File: config.mk
export PLATFORM = sky130hd
export DESIGN_NAME = scp_serial_port
export DESIGN_NICKNAME = d
export VERILOG_FILES = /design/src/scp_pkg.sv /design/src/scp_sync2.sv /design/src/scp_serial_port.sv
export SDC_FILE = /design/constraint.sdc
export NUM_CORES = 2
export LEC_CHECK = 0
export BUFFER_PORTS_ARGS = -buffer_cell sky130_fd_sc_hd__clkbuf_2
export CORE_ASPECT_RATIO = 1.1
export CORE_MARGIN = 2
export CORE_UTILIZATION = 50
export CTS_CLUSTER_SIZE = 12
export DETAILED_ROUTE_END_ITERATION = 8
export HOLD_SLACK_MARGIN = 0.1
export PLACE_DENSITY = 0.69
export SYNTH_ARGS = -nofsm -noshare
export SYNTH_HDL_FRONTEND = slang
export SYNTH_SLANG_ARGS = --single-unit
export TNS_END_PERCENT = 5
File: constraint.sdc
create_clock -name mclk_i -period 4.7 [get_ports mclk_i]
set_input_delay 1.41 -clock mclk_i [delete_from_list [all_inputs] [get_ports mclk_i]]
set_output_delay 1.41 -clock mclk_i [all_outputs]
set_load 0.02 [all_outputs]
File: src/scp_pkg.sv
// Summary of operation
// - while chip select is low, each rising serial clock edge shifts the data line into the frame.
// - when chip select rises, a complete write frame is committed to the register it addresses.
// - the read/write flag selects the direction, 0 for a register write and 1 for a register read.
// - during a read, data is updated after each falling serial clock edge, valid within 120 ns.
// - in 4-wire mode the readback pin carries read data with the same timing as the data line.
package scp_pkg;
  localparam int          ADDR_W     = 7;      // register address bits in the header
  localparam int          DATA_W     = 8;      // data byte width
  localparam int          HDR_BITS   = 1 + ADDR_W;
  localparam int          FRAME_BITS = HDR_BITS + DATA_W;
  localparam int          CNT_W      = 5;      // frame bit counter width
  localparam logic [0:0]  RW_WRITE   = 1'h0;   // flag value requesting a write
  localparam logic [0:0]  RW_READ    = 1'h1;   // flag value requesting a read
  localparam logic [7:0]  REG_RST    = 8'h00;  // reset value of every configuration register
  localparam int          CLK_NS     = 10;     // mclk period
  localparam int          T_DV_NS    = 120;    // longest fall-to-valid time of read data
  localparam int          DV_CYC     = T_DV_NS / CLK_NS; // longest time, rounded down

  // one-hot frame states
  typedef enum logic [3:0] {
    ST_IDLE  = 4'h1,
    ST_HDR   = 4'h2,
    ST_WDATA = 4'h4,
    ST_RDATA = 4'h8
  } scp_state_t;
endpackage : scp_pkg

File: src/scp_sync2.sv
// two-flop synchroniser for pin levels; only the second stage is visible
module scp_sync2 #(
  parameter int WIDTH = 1
) (
  input  wire logic             mclk_i,   // system clock
  input  wire logic             rst_n_i,  // synchronous reset, active low
  input  wire logic [WIDTH-1:0] async_i,  // levels from outside the clock domain
  input  wire logic [WIDTH-1:0] rst_val_i, // idle level loaded during reset
  output logic      [WIDTH-1:0] sync_o    // synchronised levels
);
  logic [WIDTH-1:0] meta_r;

  // first stage feeds only the second stage
  always_ff @(posedge mclk_i) begin
    // both stages load the idle level so no false edge follows reset
    if (!rst_n_i) begin
      meta_r <= rst_val_i;
      sync_o <= rst_val_i;
    end else begin
      meta_r <= async_i;
      sync_o <= meta_r;
    end
  end
endmodule : scp_sync2

File: src/scp_serial_port.sv
// serial configuration port: 3-wire or 4-wire, frames of flag, address and data
module scp_serial_port
  import scp_pkg::*;
(
  input  wire logic              mclk_i,      // system clock, 100 MHz
  input  wire logic              rst_n_i,     // synchronous reset, active low
  input  wire logic              cs_n_i,      // chip select pin, active low
  input  wire logic              sck_i,       // serial clock pin
  input  wire logic              sdio_i,      // serial_data_in, bidirectional line input
  output logic                   sdio_o,      // bidirectional line output value
  output logic                   sdio_oe_o,   // high while driving the data line
  output logic                   readback_o,  // 4-wire readback pin
  output logic                   readback_oe_o, // high while driving the readback pin
  input  wire logic              four_wire_i, // 1 selects 4-wire readback
  output logic                   wr_stb_o,    // one-cycle pulse on register commit
  output logic      [ADDR_W-1:0] wr_addr_o,   // address of the committed register
  output logic      [DATA_W-1:0] wr_data_o    // value committed
);
  localparam int DV_LIM = DV_CYC;

  logic [3:0]              pin_s;
  logic                    cs_s;
  logic                    sck_s;
  logic                    sdi_s;
  logic                    sck_d_r;
  logic                    cs_d_r;
  logic                    sck_rise;
  logic                    sck_fall;
  logic                    cs_rise;
  logic                    cs_fall;
  scp_state_t              state_r;
  logic [CNT_W-1:0]        cnt_r;
  logic [FRAME_BITS-1:0]   shift_r;
  logic [HDR_BITS-1:0]     hdr_nxt;
  logic                    rw_r;
  logic [ADDR_W-1:0]       addr_r;
  logic [DATA_W-1:0]       rd_shift_r;
  logic                    data_out_r;
  logic                    data_upd_r;
  logic                    four_wire_r;
  logic [DATA_W-1:0]       regs_r [2**ADDR_W];

  // pins cross into the mclk domain; chip select idles high, so reset loads it high
  scp_sync2 #(.WIDTH(4)) i_scp_sync2 (
    .mclk_i    (mclk_i),
    .rst_n_i   (rst_n_i),
    .async_i   ({four_wire_i, cs_n_i, sck_i, sdio_i}),
    .rst_val_i (4'h4),
    .sync_o    (pin_s)
  );

  assign cs_s  = pin_s[2];
  assign sck_s = pin_s[1];
  assign sdi_s = pin_s[0];

  // edge finding on the synchronised levels
  always_ff @(posedge mclk_i) begin
    if (!rst_n_i) begin
      sck_d_r <= 1'h0;
      cs_d_r  <= 1'h1;
    end else begin
      sck_d_r <= sck_s;
      cs_d_r  <= cs_s;
    end
  end

  assign sck_rise = sck_s & ~sck_d_r;
  assign sck_fall = ~sck_s & sck_d_r;
  assign cs_rise  = cs_s & ~cs_d_r;
  assign cs_fall  = ~cs_s & cs_d_r;
  assign hdr_nxt  = {shift_r[HDR_BITS-2:0], sdi_s};

  // mode pin is static; it is synchronised like the other pins, then held here
  always_ff @(posedge mclk_i) begin
    if (!rst_n_i) begin
      four_wire_r <= 1'h0;
    end else begin
      four_wire_r <= pin_s[3];
    end
  end

  // frame sequencing: header first, then data in the direction the flag asks
  always_ff @(posedge mclk_i) begin
    if (!rst_n_i) begin
      state_r <= ST_IDLE;
      cnt_r   <= '0;
      rw_r    <= RW_WRITE;
      addr_r  <= '0;
    end else if (cs_rise || cs_s) begin
      state_r <= ST_IDLE;
    end else if (cs_fall) begin
      state_r <= ST_HDR;
      cnt_r   <= '0;
    end else if (sck_rise && state_r != ST_IDLE) begin
      if (cnt_r != '1) begin
        cnt_r <= cnt_r + 1'b1;
      end
      if (state_r == ST_HDR && cnt_r == CNT_W'(HDR_BITS - 1)) begin
        rw_r   <= hdr_nxt[HDR_BITS-1];
        addr_r <= hdr_nxt[ADDR_W-1:0];
        if (hdr_nxt[HDR_BITS-1] == RW_READ) begin
          state_r <= ST_RDATA;
        end else begin
          state_r <= ST_WDATA;
        end
      end
    end
  end

  // msb-first shift on each rising serial clock edge inside the frame
  always_ff @(posedge mclk_i) begin
    if (!rst_n_i) begin
      shift_r <= '0;
    end else if (sck_rise && !cs_s) begin
      shift_r <= {shift_r[FRAME_BITS-2:0], sdi_s};
    end
  end

  // commit on chip select rising; short or overlong frames are dropped
  always_ff @(posedge mclk_i) begin
    if (!rst_n_i) begin
      wr_stb_o  <= 1'h0;
      wr_addr_o <= '0;
      wr_data_o <= '0;
      for (int i = 0; i < 2**ADDR_W; i++) begin
        regs_r[i] <= REG_RST;
      end
    end else begin
      wr_stb_o <= 1'h0;
      if (cs_rise && state_r == ST_WDATA && cnt_r == CNT_W'(FRAME_BITS)) begin
        regs_r[addr_r] <= shift_r[DATA_W-1:0];
        wr_stb_o       <= 1'h1;
        wr_addr_o      <= addr_r;
        wr_data_o      <= shift_r[DATA_W-1:0];
      end
    end
  end

  // read data launches after falling edges; loaded when the header completes
  always_ff @(posedge mclk_i) begin
    if (!rst_n_i) begin
      rd_shift_r <= '0;
      data_out_r <= 1'h0;
      data_upd_r <= 1'h0;
    end else begin
      data_upd_r <= 1'h0;
      if (sck_rise && state_r == ST_HDR && cnt_r == CNT_W'(HDR_BITS - 1)) begin
        rd_shift_r <= regs_r[hdr_nxt[ADDR_W-1:0]];
      end else if (sck_fall && state_r == ST_RDATA && !cs_s) begin
        data_out_r <= rd_shift_r[DATA_W-1];
        rd_shift_r <= {rd_shift_r[DATA_W-2:0], 1'h0};
        data_upd_r <= 1'h1;
      end
    end
  end

  // one launch path feeds both pins so their timing cannot differ
  assign sdio_o        = data_out_r;
  assign readback_o    = data_out_r;
  assign sdio_oe_o     = (state_r == ST_RDATA) && !four_wire_r && (cnt_r > CNT_W'(HDR_BITS - 1));
  assign readback_oe_o = (state_r == ST_RDATA) && four_wire_r;

  // checks: the synchroniser adds two cycles, well inside the valid window
  property p_shift_count;
    @(posedge mclk_i) disable iff (!rst_n_i)
      (sck_rise && !cs_s && state_r == ST_HDR) |=> (cnt_r == $past(cnt_r) + 1'b1);
  endproperty
  a_shift_count: assert property (p_shift_count)
    else $error("bit counter did not advance on serial clock rise");

  property p_shift_in;
    @(posedge mclk_i) disable iff (!rst_n_i)
      (sck_rise && !cs_s) |=> (shift_r[0] == $past(sdi_s));
  endproperty
  a_shift_in: assert property (p_shift_in)
    else $error("data line level not captured");

  property p_commit;
    @(posedge mclk_i) disable iff (!rst_n_i)
      (cs_rise && state_r == ST_WDATA && cnt_r == CNT_W'(FRAME_BITS))
        |=> wr_stb_o && (wr_data_o == $past(shift_r[DATA_W-1:0])) && (wr_addr_o == $past(addr_r));
  endproperty
  a_commit: assert property (p_commit)
    else $error("write frame not committed on chip select rise");

  property p_no_read_commit;
    @(posedge mclk_i) disable iff (!rst_n_i)
      wr_stb_o |-> $past(rw_r) == RW_WRITE;
  endproperty
  a_no_read_commit: assert property (p_no_read_commit)
    else $error("commit seen on a read frame");

  property p_read_state;
    @(posedge mclk_i) disable iff (!rst_n_i)
      (state_r == ST_RDATA) |-> (rw_r == RW_READ);
  endproperty
  a_read_state: assert property (p_read_state)
    else $error("read phase entered without read flag");

  property p_dv;
    @(posedge mclk_i) disable iff (!rst_n_i)
      ($fell(sck_i) && !cs_n_i && state_r == ST_RDATA && !cs_s) |-> ##[1:DV_LIM] data_upd_r;
  endproperty
  a_dv: assert property (p_dv)
    else $error("read data not updated within valid window");

  property p_four_wire;
    @(posedge mclk_i) disable iff (!rst_n_i)
      four_wire_r |-> !sdio_oe_o && (readback_o == sdio_o);
  endproperty
  a_four_wire: assert property (p_four_wire)
    else $error("4-wire readback differs from data line timing");

  property p_frame_start;
    @(posedge mclk_i) disable iff (!rst_n_i)
      cs_fall |=> (state_r == ST_HDR) && (cnt_r == '0);
  endproperty
  a_frame_start: assert property (p_frame_start)
    else $error("frame did not start with header on chip select fall");

  // readback pin may only move at a launch, never between falling edges
  property p_rb_launch;
    @(posedge mclk_i) disable iff (!rst_n_i)
      $changed(readback_o) |-> data_upd_r;
  endproperty
  a_rb_launch: assert property (p_rb_launch)
    else $error("readback pin changed outside a launch");

  property p_short_drop;
    @(posedge mclk_i) disable iff (!rst_n_i)
      (cs_rise && cnt_r != CNT_W'(FRAME_BITS)) |=> !wr_stb_o;
  endproperty
  a_short_drop: assert property (p_short_drop)
    else $error("frame of wrong length committed");

  property p_idle_release;
    @(posedge mclk_i) disable iff (!rst_n_i)
      cs_rise |=> (state_r == ST_IDLE) && !sdio_oe_o && !readback_oe_o;
  endproperty
  a_idle_release: assert property (p_idle_release)
    else $error("port not idle after chip select rise");
endmodule : scp_serial_port

==> key figures <==
Finish
  – Nets@finish: approximately 3,500
  – Area grow syn2layout: 8.40%
  – Share of cells above drive strength 1: between 10 and 15%
  – Antenna cells: 0
  – Post-route insts no fill: between 4,000 and 5,000

Worst setup path
  – CP startpoint kind: flop
  – Critical path type: reg -> out
  – Reg2reg setup slack: around 1300 ps
  – Reg2reg end: rd_shift_r[3]
  – FF-to-FF Start: i_scp_sync2.sync_o[0]
  – CP startpoint: state_r[3]
  – Critical Path Fanout Max: 8
  – Worst Setup EP: sdio_oe_o
  – Reg2Reg Depth: 6
  – Worst Path Required: between 3000 and 4000 ps
  – WP data arrival: roughly 2200 ps
  – Critical Path Sink Type: output port

Floorplanning
  – Num rows: 120
  – Initial Utilization: 50.5%
  – Io pins: 26
  – Die H: roughly 330 um
  – Core ar.: slightly below 100,000 um2
  – DIE AREA: between 100,000 and 150,000 um2
  – Die width: approximately 300 um

Synth
  – Post-synthesis mux area share: around an eighth
  – Post-synth EDFFs: 1,024
  – Simple-gate share of the synthesized area: 16.2%
  – FFs w/ async S/R, synth: 0%
  – Netlist cell types: 55
  – Cell area after synthesis: just under 50,000 um2
  – Avg Cell Area, Syn: ~14 um2
  – Synth cell count leaders: 1,024 x edfxtp_1, 642 x and3_1, 424 x nor2_1
  – Adder and majority gate portion of the synthesized area: less than 1%
  – Main area contributors after synthesis: edfxtp_1 62%, mux4_2 8.6%, and3_1 8.1%, mux2i_1 3.7%, nor2_1 3.2%
  – Largest family of logic cells by synthesized area: simple AND/OR/NAND/NOR gates
  – Synth Flop Type: edfxtp_1
  – Flop and latch count out of synthesis: roughly 1,100
  – Ys Warns: 0
  – Area leader, netlist: edfxtp_1
  – Complex-gate fraction of the synthesized area: 2.90%
  – Net count after synthesis: approximately 3,700
  – Post-synth top area share: between 60 and 70%
  – XOR/XNOR Fraction of Synth Area: less than 1%
  – Syn Inst Count: 3,648
  – Count leader, synth: edfxtp_1
  – Post-synthesis sequential area ratio: approximately 65%

Pwr
  – Overall power: roughly 0.02 W
  – Power Density: 373 nW/um2
  – Leakage: roughly 19 nW
  – VDD IR max: around 0.00030 V

Clock tree
  – CTS clk-pin slew, worst paths: roughly 60 ps
  – Post-CTS Setup Bufs: 0
  – Skew-Pair Late Insertion Delay: roughly 700 ps
  – Clk sinks: between 1,000 and 1,500
  – Post_cts resized: 0
  – Bufs on Longest Clock Path: 3
  – H-tree levels: 3
  – Clk root buf: clkbuf_16
  – CTS tree: yes
  – CTS Buf Count: roughly 110
  – CTS Hold Bufs: 0

Global route
  – GR Overflow Total: 0
  – Global-route wire length before repair: between 150,000 and 200,000 um
  – GR Util All Layers: about a quarter
  – Vias in the first global route: approximately 30,000
  – Initial antenna violation count: 1
  – Largest net degree at the start of global routing: ~170

Routing
  – Routed WL per cell: roughly 26 um
  – DR iter-0 viols: ~3,700
  – Final ANT Viol Nets: 0
  – DRC: 0
  – Routed vias/inst: ~6.3
  – Routed WL: between 100,000 and 150,000 um
  – Vias: 30,100
  – Number of iterations in the first detailed-routing pass: 5

Place
  – Placed insts: between 4,000 and 5,000
  – Detailed placer's ending HPWL: approximately 77,000 um
  – GP Congestion: 0.892
  – Buffers on Ports: 25

STA
  – Slew at the pin closest to its max-slew limit: around 1100 ps
  – Slew HR: between 20 and 25%
  – Final hold vios: 0
  – Final setup viols: 0
  – Final Cycle Share: about three quarters
  – Slew Limit Fails: 0
  – RSZ-0062 raised after global routing: no
  – Final min period: about 3600 ps
  – Skew final: about 27 ps
  – FMAX: between 0.2 and 0.3 GHz
  – Setup_tns: 0 ps

Run
  – Max-Cap Viols: 0

Worst hold path
  – Hold Path Class: reg -> reg

Status
  – Status: complete, no violations
-- placed cells by master, fill, tap and decap left out, types with 5 or more instances in the layout --
cell type  Yosys  routed
a21boi_0      14      14
a21oi_1       33      33
a221oi_1      27      27
a22oi_1       61      61
a32oi_1        6       6
and2_1        14      14
and3_1       642     642
and3b_1        5       5
buf_12         0      14
buf_4         47      64
clkbuf_1     300      35
clkbuf_16      0     113
clkbuf_2      16      24
clkinv_1       0      16
clkinv_2       0      12
dfxtp_1       60      53
dfxtp_4        0       6
edfxtp_1    1024    1024
inv_1          7       5
mux2i_1      184     184
mux4_2       189     189
nand2_1      316     316
nand2b_1      16      16
nand3_1       44      44
nand3b_1      10      10
nand4_1       17      17
nor2_1       424     407
nor2_2         0      10
nor2_4         0       7
nor2b_1       32      30
nor3_1        20      13
nor3_2         3       8
nor4_1         6       5
o2111ai_1      7       7
o21ai_0       35      35
-- report_power, final --
part	internal [W]	total, W	switching, W
sequential	0.0110	0.0112	0.000164
clock	0.00451	0.00808	0.00357
combinational	0.000272	0.000689	0.000418
total	0.0158	0.0199	0.00415
-- sequential cells by signal, summed over array words and instances, names as in the netlist --
name	cells
regs_r	1024
wr_stb_o	1
readback_o	1
four_wire_r	1
wr_data_o	8
sck_d_r	1
i_scp_sync2.sync_o	4
i_scp_sync2.meta_r	4
shift_r	8
wr_addr_o	7
cs_d_r	1
addr_r	7
cnt_r	5
rd_shift_r	8
state_r	4
-- cell families (layout without fill, tap and decap cells) --
logic type,Yosys count,count (layout)
xor+xnor,2,2
mux,373,373
fa+ha+maj,3,3
compound gates,205,205
flops,1084,1084
buf+inv,411,299
simple gates,1570,1570
-- worst max-delay path: stages (launching register included) --
cell	delay (ps)
dfxtp_1	480
or4b_2	680
nor3_1	160
clkbuf_2	190
-- layout make-up --
class | instances | area, um2
Inverter | 8 | 40.0
Clock inverter | 33 | 193
Sequential cell | 1084 | 32000
Timing Repair Buffer | 103 | 892
Clock buffer | 155 | 3040
Multi-Input combinational cell | 2153 | 15700
Fill cell | 7739 | 44100
Tap cell | 1281 | 1600
-- per-layer routing --
layer  GRT usage, %  up-vias  routed length, um
met1           33.7    15100              49500
met2           39.9     1421              60500
met4           9.45        2               4870
met3           4.25      264              10200
met5              0        -                 13
li1               -    13300                  -
-- metrics by stage --
stage | cell area [um2] | hold WS [ps] | util (%) | setup slack [ps]
floorplan | 49300 | 386 | - | 1770
global route | 53400 | 426 | 54.8 | 987
global placement | 50200 | 397 | 51.5 | 1110
detailed placement | 50200 | 398 | 51.5 | 1120
CTS | 53400 | 412 | 54.8 | 1070
finish | 53400 | 408 | 54.8 | 1100
-- worst min path at each step --
| stage | startpoint | end | slack [ps] | cells after the start |
|---|---|---|---|---|
| 4_1_cts | i_scp_sync2.meta_r[2] | i_scp_sync2.sync_o[2] | 410 | 1 |
| 3_5_place_dp | i_scp_sync2.meta_r[2] | i_scp_sync2.sync_o[2] | 400 | 1 |
| 5_1_grt | i_scp_sync2.meta_r[2] | i_scp_sync2.sync_o[2] | 430 | 1 |
| 2_1_floorplan | i_scp_sync2.meta_r[2] | i_scp_sync2.sync_o[2] | 390 | 1 |
| 6_report | i_scp_sync2.meta_r[2] | i_scp_sync2.sync_o[2] | 410 | 1 |
| 3_3_place_gp | i_scp_sync2.meta_r[2] | i_scp_sync2.sync_o[2] | 400 | 1 |
Note: power is estimated with default switching activity, not from simulation.
